## src/crpsu_pkg.sv

```systemverilog
// package: constants, role codes and timing for the cold-redundancy psu control block
// assumes a 25 MHz clock; analog comparators and sensors deliver synchronous levels
// Function
// over-temperature turns the main output off.
// main output restores itself when temperature recovers; standby rail stays on.
// trip and recovery use separate thresholds at least 4 C apart; code sets recovery to 0 when trip is below 4.
// in cold redundancy only the needed supply is on, others in cold standby.
// pull shared wire low on any fault or output below fault threshold.
// low shared wire turns a standby supply on within 100 us.
// without an active supply holding the wire high, output stays on.
// before any role is assigned the output is on.
// standby allowed only while some supply is active or standard redundant.
// active roles keep output on, ignore load share, drive wire high when healthy.
// standby positions 1..3 use codes 02h..04h and leave wire open when healthy.
// standby turns on when load share exceeds its enable threshold.
// standby turns off below its position's disable threshold.
// after turning on, comparison switches to the lower disable threshold.
// normal standby on/off decided only from own load share sensing.
// system controller assigns positions at power-on, failure and insertion.
// threshold levels are programmed by the system over a command.
// load share level scales so 8.0 V is full rated power.
// led green on, off without ac, 1 Hz green for standby or cold state.
// led 1 Hz amber on warning, steady amber on critical or lost ac.
// led 2 Hz green during firmware update.
// blink rates from clock dividers, 50 percent duty, faults take priority.
package crpsu_pkg;
  localparam int unsigned CLK_HZ = 25000000;
  localparam int unsigned WAKE_TIME_NS = 100000;
  localparam int unsigned WAKE_CYCLES = (WAKE_TIME_NS / 1000) * (CLK_HZ / 1000000);
  localparam int unsigned BLINK1_HALF_CYCLES = CLK_HZ / 2;
  localparam int unsigned BLINK2_HALF_CYCLES = CLK_HZ / 4;
  localparam int unsigned OTP_MARGIN_C = 4;
  // load share codes in millivolts, 8000 mV is full rated power
  localparam logic [13:0] SHARE_FULL_MV = 14'h1F40;
  localparam logic [13:0] EN_POS1_MV = 14'h0C80;
  localparam logic [13:0] EN_POS2_MV = 14'h1388;
  localparam logic [13:0] EN_POS3_MV = 14'h1A2C;
  localparam logic [13:0] DIS_POS1_MV = 14'h05A0;
  localparam logic [13:0] DIS_POS2_MV = 14'h0BC2;
  localparam logic [13:0] DIS_POS3_MV = 14'h11A8;
  localparam logic [7:0] ROLE_UNASSIGNED = 8'h00;
  localparam logic [7:0] ROLE_STANDARD = 8'h01;
  localparam logic [7:0] ROLE_STANDBY1 = 8'h02;
  localparam logic [7:0] ROLE_STANDBY2 = 8'h03;
  localparam logic [7:0] ROLE_STANDBY3 = 8'h04;
  localparam logic [7:0] ROLE_ACTIVE = 8'h05;
  localparam logic [31:0] ADDR_ROLE = 32'h0000_0000;
  localparam logic [31:0] ADDR_EN_TH = 32'h0000_0004;
  localparam logic [31:0] ADDR_DIS_TH = 32'h0000_0008;
  localparam logic [31:0] ADDR_CTRL = 32'h0000_000C;
  localparam logic [31:0] ADDR_STATUS = 32'h0000_0010;
  localparam logic [7:0] OTP_TRIP_C_RST = 8'h5A;
  localparam logic [7:0] OTP_CLEAR_C_RST = 8'h50;
  localparam logic [31:0] ADDR_OTP = 32'h0000_0014;
  typedef enum logic [1:0] {
    CRPSU_ON_DEFAULT = 2'b00,
    CRPSU_STBY_OFF = 2'b01,
    CRPSU_STBY_ON = 2'b10,
    CRPSU_WAKE = 2'b11
  } crpsu_state_t;
  typedef enum logic [1:0] {
    CRPSU_LED_OFF = 2'b00,
    CRPSU_LED_GREEN = 2'b01,
    CRPSU_LED_AMBER = 2'b10
  } crpsu_led_t;
endpackage

```

## src/crpsu_ctrl.sv

```systemverilog
// top: main output enable, shared wake wire driver, led encoder and apb registers
// assumes synchronous comparator and sensor levels, wire level read back from the pin
//
// Local design decisions: the placing of the registers and the APB interface to the registers.
module crpsu_ctrl (
  input wire logic clock_i, // 25 MHz clock
  input wire logic reset_i, // async reset, active high
  input wire logic psel_i, // apb select
  input wire logic penable_i, // apb enable
  input wire logic pwrite_i, // apb write
  input wire logic [31:0] paddr_i, // apb byte address
  input wire logic [31:0] pwdata_i, // apb write data
  output logic [31:0] prdata_o, // apb read data
  output logic pready_o, // apb ready
  output logic pslverr_o, // apb error on unmapped address
  input wire logic [7:0] temp_c_i, // ambient temperature, deg C
  input wire logic [13:0] share_mv_i, // load share level, mV
  input wire logic vout_low_i, // output below fault threshold
  input wire logic fault_i, // own supply fault
  input wire logic critical_i, // critical shutdown event
  input wire logic warning_i, // non-fatal warning
  input wire logic ac_ok_i, // own ac present
  input wire logic partner_ac_i, // some partner supply has ac
  input wire logic fw_update_i, // firmware update in progress
  input wire logic wake_wire_i, // level on shared standby wake wire
  output logic wake_wire_o, // wake wire drive value
  output logic wake_wire_oe_o, // wake wire drive enable
  output logic main_on_o, // main output enable
  output logic standby_rail_o, // standby rail enable
  output logic led_green_o, // green led
  output logic led_amber_o // amber led
);
  logic [7:0] role_q, role_d;
  logic [13:0] en_th_q, en_th_d, dis_th_q, dis_th_d;
  logic custom_th_q, custom_th_d;
  logic [7:0] trip_q, trip_d, clr_q, clr_d;
  logic otp_q, otp_d;
  crpsu_pkg::crpsu_state_t st_q, st_d;
  logic [11:0] wake_cnt_q, wake_cnt_d;
  logic [24:0] b1_q, b1_d, b2_q, b2_d;
  logic ph1_q, ph1_d, ph2_q, ph2_d;
  logic main_q, main_d, wo_q, wo_d, woe_q, woe_d, g_q, g_d, a_q, a_d;
  logic [31:0] rd_q, rd_d;
  logic rdy_q, rdy_d, err_q, err_d;
  logic rail_q;

  function automatic logic is_standby(input logic [7:0] r);
    is_standby = (r == crpsu_pkg::ROLE_STANDBY1) || (r == crpsu_pkg::ROLE_STANDBY2) ||
                 (r == crpsu_pkg::ROLE_STANDBY3);
  endfunction

  function automatic logic [13:0] pos_th(input logic [7:0] r, input logic dis);
    logic [13:0] v;
    v = dis ? crpsu_pkg::DIS_POS1_MV : crpsu_pkg::EN_POS1_MV;
    if (r == crpsu_pkg::ROLE_STANDBY2) begin
      v = dis ? crpsu_pkg::DIS_POS2_MV : crpsu_pkg::EN_POS2_MV;
    end else if (r == crpsu_pkg::ROLE_STANDBY3) begin
      v = dis ? crpsu_pkg::DIS_POS3_MV : crpsu_pkg::EN_POS3_MV;
    end
    pos_th = v;
  endfunction

  function automatic logic mapped(input logic [31:0] a);
    mapped = (a == crpsu_pkg::ADDR_ROLE) || (a == crpsu_pkg::ADDR_EN_TH) ||
             (a == crpsu_pkg::ADDR_DIS_TH) || (a == crpsu_pkg::ADDR_CTRL) ||
             (a == crpsu_pkg::ADDR_STATUS) || (a == crpsu_pkg::ADDR_OTP);
  endfunction

  logic sick;
  logic [13:0] en_use, dis_use;
  logic access;
  assign sick = fault_i || vout_low_i || otp_q || critical_i;
  // share input in mV, 8000 is full rated power
  // programmed thresholds override the example set
  assign en_use = custom_th_q ? en_th_q : pos_th(role_q, 1'b0);
  assign dis_use = custom_th_q ? dis_th_q : pos_th(role_q, 1'b1);
  assign access = psel_i && penable_i && !rdy_q;

  // apb slave, one wait state: ready one cycle after access starts
  always_comb begin
    role_d = role_q;
    en_th_d = en_th_q;
    dis_th_d = dis_th_q;
    custom_th_d = custom_th_q;
    trip_d = trip_q;
    clr_d = clr_q;
    rd_d = rd_q;
    rdy_d = access;
    err_d = access && !mapped(paddr_i);
    if (access && pwrite_i) begin
      unique case (paddr_i)
        crpsu_pkg::ADDR_ROLE: role_d = pwdata_i[7:0];
        crpsu_pkg::ADDR_EN_TH: en_th_d = pwdata_i[13:0];
        crpsu_pkg::ADDR_DIS_TH: dis_th_d = pwdata_i[13:0];
        crpsu_pkg::ADDR_CTRL: custom_th_d = pwdata_i[0];
        crpsu_pkg::ADDR_OTP: begin
          trip_d = pwdata_i[7:0];
          // recovery point kept at least the margin below trip, or at 0 when trip is below the margin
          // nine-bit sum so a clear point near 255 cannot wrap past the check
          if ({1'b0, pwdata_i[15:8]} + {1'b0, crpsu_pkg::OTP_MARGIN_C[7:0]} <= {1'b0, pwdata_i[7:0]}) begin
            clr_d = pwdata_i[15:8];
          end else if (pwdata_i[7:0] >= crpsu_pkg::OTP_MARGIN_C[7:0]) begin
            clr_d = pwdata_i[7:0] - crpsu_pkg::OTP_MARGIN_C[7:0];
          end else begin
            clr_d = 8'h00;
          end
        end
        default: ;
      endcase
    end
    if (access && !pwrite_i) begin
      unique case (paddr_i)
        crpsu_pkg::ADDR_ROLE: rd_d = {24'h000000, role_q};
        crpsu_pkg::ADDR_EN_TH: rd_d = {18'h00000, en_th_q};
        crpsu_pkg::ADDR_DIS_TH: rd_d = {18'h00000, dis_th_q};
        crpsu_pkg::ADDR_CTRL: rd_d = {31'h00000000, custom_th_q};
        crpsu_pkg::ADDR_STATUS: rd_d = {26'h0000000, st_q, wake_wire_i, otp_q, main_q, sick};
        crpsu_pkg::ADDR_OTP: rd_d = {16'h0000, clr_q, trip_q};
        default: rd_d = 32'h00000000;
      endcase
    end
  end

  // trip turns output off  R2: clears on recovery, hysteresis keeps it stable
  always_comb begin
    otp_d = otp_q;
    if (temp_c_i >= trip_q) begin
      otp_d = 1'b1;
    end else if (temp_c_i <= clr_q) begin
      otp_d = 1'b0;
    end
  end

  // role state machine
  always_comb begin
    st_d = st_q;
    wake_cnt_d = 12'h000;
    unique case (st_q)
      crpsu_pkg::CRPSU_ON_DEFAULT: begin
        // on until a standby role is assigned  R9: and an active supply holds the wire high
        if (is_standby(role_q) && wake_wire_i) begin
          st_d = crpsu_pkg::CRPSU_STBY_OFF;
        end
      end
      crpsu_pkg::CRPSU_STBY_OFF: begin
        if (!is_standby(role_q)) begin
          st_d = crpsu_pkg::CRPSU_ON_DEFAULT;
        end else if (!wake_wire_i) begin
          // low wire wakes standby at once, well inside 100 us
          st_d = crpsu_pkg::CRPSU_WAKE;
        end else if (share_mv_i > en_use) begin
          // enable threshold crossed  R15: own sensing only
          st_d = crpsu_pkg::CRPSU_STBY_ON;
        end
      end
      crpsu_pkg::CRPSU_STBY_ON: begin
        if (!is_standby(role_q)) begin
          st_d = crpsu_pkg::CRPSU_ON_DEFAULT;
        end else if (!wake_wire_i) begin
          st_d = crpsu_pkg::CRPSU_WAKE;
        end else if (share_mv_i < dis_use) begin
          // below disable threshold  R14: lower threshold once on
          st_d = crpsu_pkg::CRPSU_STBY_OFF;
        end
      end
      crpsu_pkg::CRPSU_WAKE: begin
        // stays on while nobody holds the wire high; short settle before re-arming
        wake_cnt_d = wake_cnt_q;
        if (!is_standby(role_q)) begin
          st_d = crpsu_pkg::CRPSU_ON_DEFAULT;
        end else if (!wake_wire_i) begin
          wake_cnt_d = 12'h000;
        end else if (wake_cnt_q == crpsu_pkg::WAKE_CYCLES[11:0]) begin
          st_d = crpsu_pkg::CRPSU_STBY_ON;
        end else begin
          wake_cnt_d = wake_cnt_q + 12'h001;
        end
      end
    endcase
  end

  // outputs and led
  always_comb begin
    b1_d = b1_q + 25'h0000001;
    ph1_d = ph1_q;
    b2_d = b2_q + 25'h0000001;
    ph2_d = ph2_q;
    // half-period dividers give 50 percent duty
    if (b1_q == crpsu_pkg::BLINK1_HALF_CYCLES[24:0] - 25'h0000001) begin
      b1_d = 25'h0000000;
      ph1_d = !ph1_q;
    end
    if (b2_q == crpsu_pkg::BLINK2_HALF_CYCLES[24:0] - 25'h0000001) begin
      b2_d = 25'h0000000;
      ph2_d = !ph2_q;
    end
    // only supplies not in cold standby-off deliver  R1: otp and faults force off
    main_d = (st_d != crpsu_pkg::CRPSU_STBY_OFF) && !otp_q && !critical_i && !fault_i && ac_ok_i;
    // any fault pulls the wire low
    if (sick) begin
      wo_d = 1'b0;
      woe_d = 1'b1;
    end else if (is_standby(role_q)) begin
      // healthy standby leaves the wire open
      wo_d = 1'b0;
      woe_d = 1'b0;
    end else if (role_q == crpsu_pkg::ROLE_STANDARD || role_q == crpsu_pkg::ROLE_ACTIVE) begin
      // healthy active supply drives the wire high
      wo_d = 1'b1;
      woe_d = 1'b1;
    end else begin
      wo_d = 1'b0;
      woe_d = 1'b0;
    end
    // critical or lost ac with partner first  R22: faults over warnings
    if (critical_i || otp_q || fault_i || (!ac_ok_i && partner_ac_i)) begin
      g_d = 1'b0;
      a_d = 1'b1;
    end else if (!ac_ok_i) begin
      // no ac anywhere, led off
      g_d = 1'b0;
      a_d = 1'b0;
    end else if (warning_i) begin
      g_d = 1'b0;
      a_d = ph1_q;
    end else if (fw_update_i) begin
      // 2 Hz green
      g_d = ph2_q;
      a_d = 1'b0;
    end else if (!main_q || st_q == crpsu_pkg::CRPSU_STBY_OFF) begin
      // standby only or cold state blinks 1 Hz
      g_d = ph1_q;
      a_d = 1'b0;
    end else begin
      g_d = 1'b1;
      a_d = 1'b0;
    end
  end

  always_ff @(posedge clock_i or posedge reset_i) begin
    if (reset_i) begin
      role_q <= crpsu_pkg::ROLE_UNASSIGNED;
      en_th_q <= crpsu_pkg::EN_POS1_MV;
      dis_th_q <= crpsu_pkg::DIS_POS1_MV;
      custom_th_q <= 1'b0;
      trip_q <= crpsu_pkg::OTP_TRIP_C_RST;
      clr_q <= crpsu_pkg::OTP_CLEAR_C_RST;
      otp_q <= 1'b0;
      st_q <= crpsu_pkg::CRPSU_ON_DEFAULT;
      wake_cnt_q <= 12'h000;
      b1_q <= 25'h0000000;
      b2_q <= 25'h0000000;
      ph1_q <= 1'b0;
      ph2_q <= 1'b0;
      main_q <= 1'b1;
      wo_q <= 1'b0;
      woe_q <= 1'b0;
      g_q <= 1'b0;
      a_q <= 1'b0;
      rd_q <= 32'h00000000;
      rdy_q <= 1'b0;
      err_q <= 1'b0;
      rail_q <= 1'b1;
    end else begin
      role_q <= role_d;
      en_th_q <= en_th_d;
      dis_th_q <= dis_th_d;
      custom_th_q <= custom_th_d;
      trip_q <= trip_d;
      clr_q <= clr_d;
      otp_q <= otp_d;
      st_q <= st_d;
      wake_cnt_q <= wake_cnt_d;
      b1_q <= b1_d;
      b2_q <= b2_d;
      ph1_q <= ph1_d;
      ph2_q <= ph2_d;
      main_q <= main_d;
      wo_q <= wo_d;
      woe_q <= woe_d;
      g_q <= g_d;
      a_q <= a_d;
      rd_q <= rd_d;
      rdy_q <= rdy_d;
      err_q <= err_d;
      rail_q <= 1'b1;
    end
  end

  // standby rail stays on throughout
  assign standby_rail_o = rail_q;
  assign main_on_o = main_q;
  assign wake_wire_o = wo_q;
  assign wake_wire_oe_o = woe_q;
  assign led_green_o = g_q;
  assign led_amber_o = a_q;
  assign prdata_o = rd_q;
  assign pready_o = rdy_q;
  assign pslverr_o = err_q;
endmodule

```

## config.mk

```make
export PLATFORM = sky130hd
export DESIGN_NAME = crpsu_ctrl
export DESIGN_NICKNAME = d
export VERILOG_FILES = /design/src/crpsu_pkg.sv /design/src/crpsu_ctrl.sv
export SDC_FILE = /design/constraint.sdc
export NUM_CORES = 1
export LEC_CHECK = 0
export ABC_AREA = 0
export BUFFER_PORTS_ARGS = -buffer_cell sky130_fd_sc_hd__buf_2
export CAP_MARGIN = 20
export CORE_MARGIN = 5
export CORE_UTILIZATION = 52
export DETAILED_ROUTE_END_ITERATION = 7
export HOLD_SLACK_MARGIN = 0.02
export PLACE_DENSITY_LB_ADDON = 0.2
export SYNTH_ARGS = -nofsm -noshare
export SYNTH_HDL_FRONTEND = slang
export SYNTH_SLANG_ARGS = --single-unit
```

## constraint.sdc

```tcl
create_clock -name clock_i -period 4.24 [get_ports clock_i]
set_input_delay 0.636 -clock clock_i [delete_from_list [all_inputs] [get_ports clock_i]]
set_output_delay 0.636 -clock clock_i [all_outputs]
set_load 0.005 [all_outputs]
```

==> reports/results.ini <==
[clock_network]
cts.hold.buffers_added = 0
h-tree-depth = 4
numClockSinks = 143
ctsResizeCount = 0
clkTransAtPathRegs_ns = 0.06
cts_setup_buffers = 0
cts_made_buffers = 17
cts-root-buf = clkbuf_16
clock_path_buffers = 2
cts_tree = yes
clk_latency_ns = 0.42

[route]
drc = 0
wl_mm = 19.9
first_pass_iters = 5
routed_via_density = 5.51
wire_per_inst_um = 16.5
dr_total_vias = 6667
drtIter0Drc = 438
ant_nets = 0

[global_routing]
grt_pass1_wl_mm = 32.0
use_met3_pct = 4.29
overflow = 0
top_usage_layer = met2
grt_use_met1_pct = 28.8
grt_max_degree = 144
grt_pass1_vias = 6420
antenna_found_initial = 0
grtUsageMet2_pct = 36.8
grt_usage_pct = 21.9

[finish]
nets = 1137
area_growth_pct = 15.0
drive_gt1_share_pct = 18.9
fin_cells = 1209
layout_common_cells = dfrtp_1, buf_2, nand2_1
final_common_cell = dfrtp_1
n_fill_cell = 1452
final_core_util_pct = 60.5
antennaDiodeCount = 0
fin_area_um2 = 9540

[place]
port_buffers = 105
dp_cells = 1176
place_congestion = 0.848
dpl_cell_area_um2 = 8940
hpwl_mm = 14.7
preCtsSetupSlack_ns = 0.867

[timing]
setup_ws_ns = 0.832
slew_headroom_pct = 45.0
finClkSkew_ns = 0.00488
final-setup-viol-count = 0
fin_crit_sh_pct = 80.4
fin_setup_tns_ns = 0
hold_viol = 0
worst_slew_pin_slew_ns = 0.824
rsz0062_at_grt = false
slew_viol_final = 0
clock.fmax_ghz = 0.293
fin_crit_ns = 3.41

[yosys]
ys_warn_count = 0
ys_ff_latch = 143
synthArstFlopShare_pct = 100
ys.flop_type = dfrtp_1
synth_cells = 883
synth_edf_count = 0
ys_seq_area_share_pct = 43.3
yosysUniqueCellTypes = 63
synth_area_um2 = 8300
avgSynthCellArea_um2 = 9.40

[critical_path]
max_stage_delay_ns = 0.69
arrival_ns = 3.75
critPathMaxFanout = 7
start_kind = flop
cp_cell_sequence = nor3_1 > and2_1 > nand2_1 > nor3b_1 > a21oi_1 > ha_1 > o21ai_0 > o21bai_1 > a41oi_1 > o21ai_0 > o21ai_0 > a211o_1 > a21oi_1
critical-path-slowest-cell = nor3b_1
crit_required_ns = 4.58
cpMostUsedCell = o21ai_0
crit_path_end_kind = flop
crit_type = flop to flop

[die]
io_pins = 139
initial_core_util_pct = 52.6
die_width_um = 136
fp.dieH_um = 136
rows = 46
die-area_um2 = 18600
core_um2 = 15800

[power]
static-leakage-power_nw = 4.43
vdd_drop_max_mv = 0.296
p_per_area_nw_per_um2 = 328

[flow_run]
cap_violations = 0

[outcome]
status = completed

[min_path]
hold_class = input pin to flop

==> through the flow <==
| stage | power [mW] | hold slack, ns |
|---|---|---|
| after floorplan | 1.57 | 0.424 |
| after global placement | 1.66 | 0.444 |
| after detailed placement | 1.66 | 0.449 |
| after CTS | 3.16 | 0.378 |
| after global routing | 3.27 | 0.390 |
| final | 3.13 | 0.392 |
==> path summary, 6_finish.rpt <==
kind                           start            end  slack, ns  cells past startpoint
setup / recovery           role_q[7]      main_on_o       0.83                     13
hold / removal             warning_i    led_green_o       0.39                      2
setup reg to reg           role_q[7]      main_on_o       0.83                     13
hold reg to reg              b1_q[0]        b1_q[0]       0.46                      1
max in group asynchronous    reset_i  wake_cnt_q[2]       3.24                      3
min in group asynchronous    reset_i       b2_q[24]       0.46                      3
==> cell families (layout without fill, tap and decap cells) <==
family | Yosys count | in the layout | share of synthesized area [%]
multiplexers | 32 | 32 | 5.05
AND/OR/NAND/NOR | 332 | 332 | 19.6
other | 2 | 17 | 0.0905
adder cells (fa/ha/maj) | 58 | 58 | 8.75
XOR/XNOR | 45 | 45 | 4.75
AO/OA/AOI/OAI | 185 | 185 | 13.4
buffers and inverters | 86 | 181 | 4.98
flip-flops | 143 | 143 | 43.3
==> where the power goes <==
part	internal (mW)	switching (mW)
clock	0.925	0.570
combinational	0.104	0.147
sequential	1.38	0.00863
total	2.41	0.725
==> registers in the layout, summed over array words and instances, names as in the netlist <==
signal and cells:
ph1_q 1, led_green_o 1, pslverr_o 1, otp_q 1
main_on_o 1, en_th_q 14, b1_q 25, trip_q 8
pready_o 1, wake_wire_o 1, wake_cnt_q 12, role_q 8
b2_q 25, clr_q 8, wake_wire_oe_o 1, led_amber_o 1
custom_th_q 1, ph2_q 1, prdata_o 16, dis_th_q 14
st_q 2
==> layer usage <==
| layer | share of wire [%] | up-vias |
|---|---|---|
| li1 | - | 3296 |
| met5 | 0 | - |
| met1 | 45 | 3171 |
| met4 | 1.8 | 0 |
| met2 | 49 | 165 |
| met3 | 4.6 | 35 |
==> final cells by class <==
cell class,count,area [um2],share of cell area [%]
well taps,216,270,2.83
flip-flops and latches,143,3600,37.7
inverters,38,146,1.53
multi-input cells,669,4350,45.6
clock buffers,22,484,5.07
repair buffers,111,587,6.15
clock inverters,10,110,1.15
==> synthesized netlist by cell type (all sizes together), types with 18 or more instances <==
master / number / area [um2]
nor3: 18 / 100
nand4: 23 / 144
dfrtp: 129 / 3230
o21ai: 91 / 455
xor2: 20 / 175
mux2: 19 / 214
nand2: 93 / 352
clkbuf: 21 / 78.8
xnor2: 25 / 219
buf: 27 / 191
nand3: 33 / 165
nor2: 85 / 319
ha: 58 / 726
inv: 38 / 143
a21oi: 34 / 170
==> worst max-delay path: cells and delay by family, from the launching register on <==
family / cells / cell delay [ns]
and+or+nand+nor: 4 / 1.26
DFF: 1 / 0.40
AOI/OAI and AO/OA: 8 / 1.37
adders and majority gates: 1 / 0.31
(Power assumes the default switching activity.)
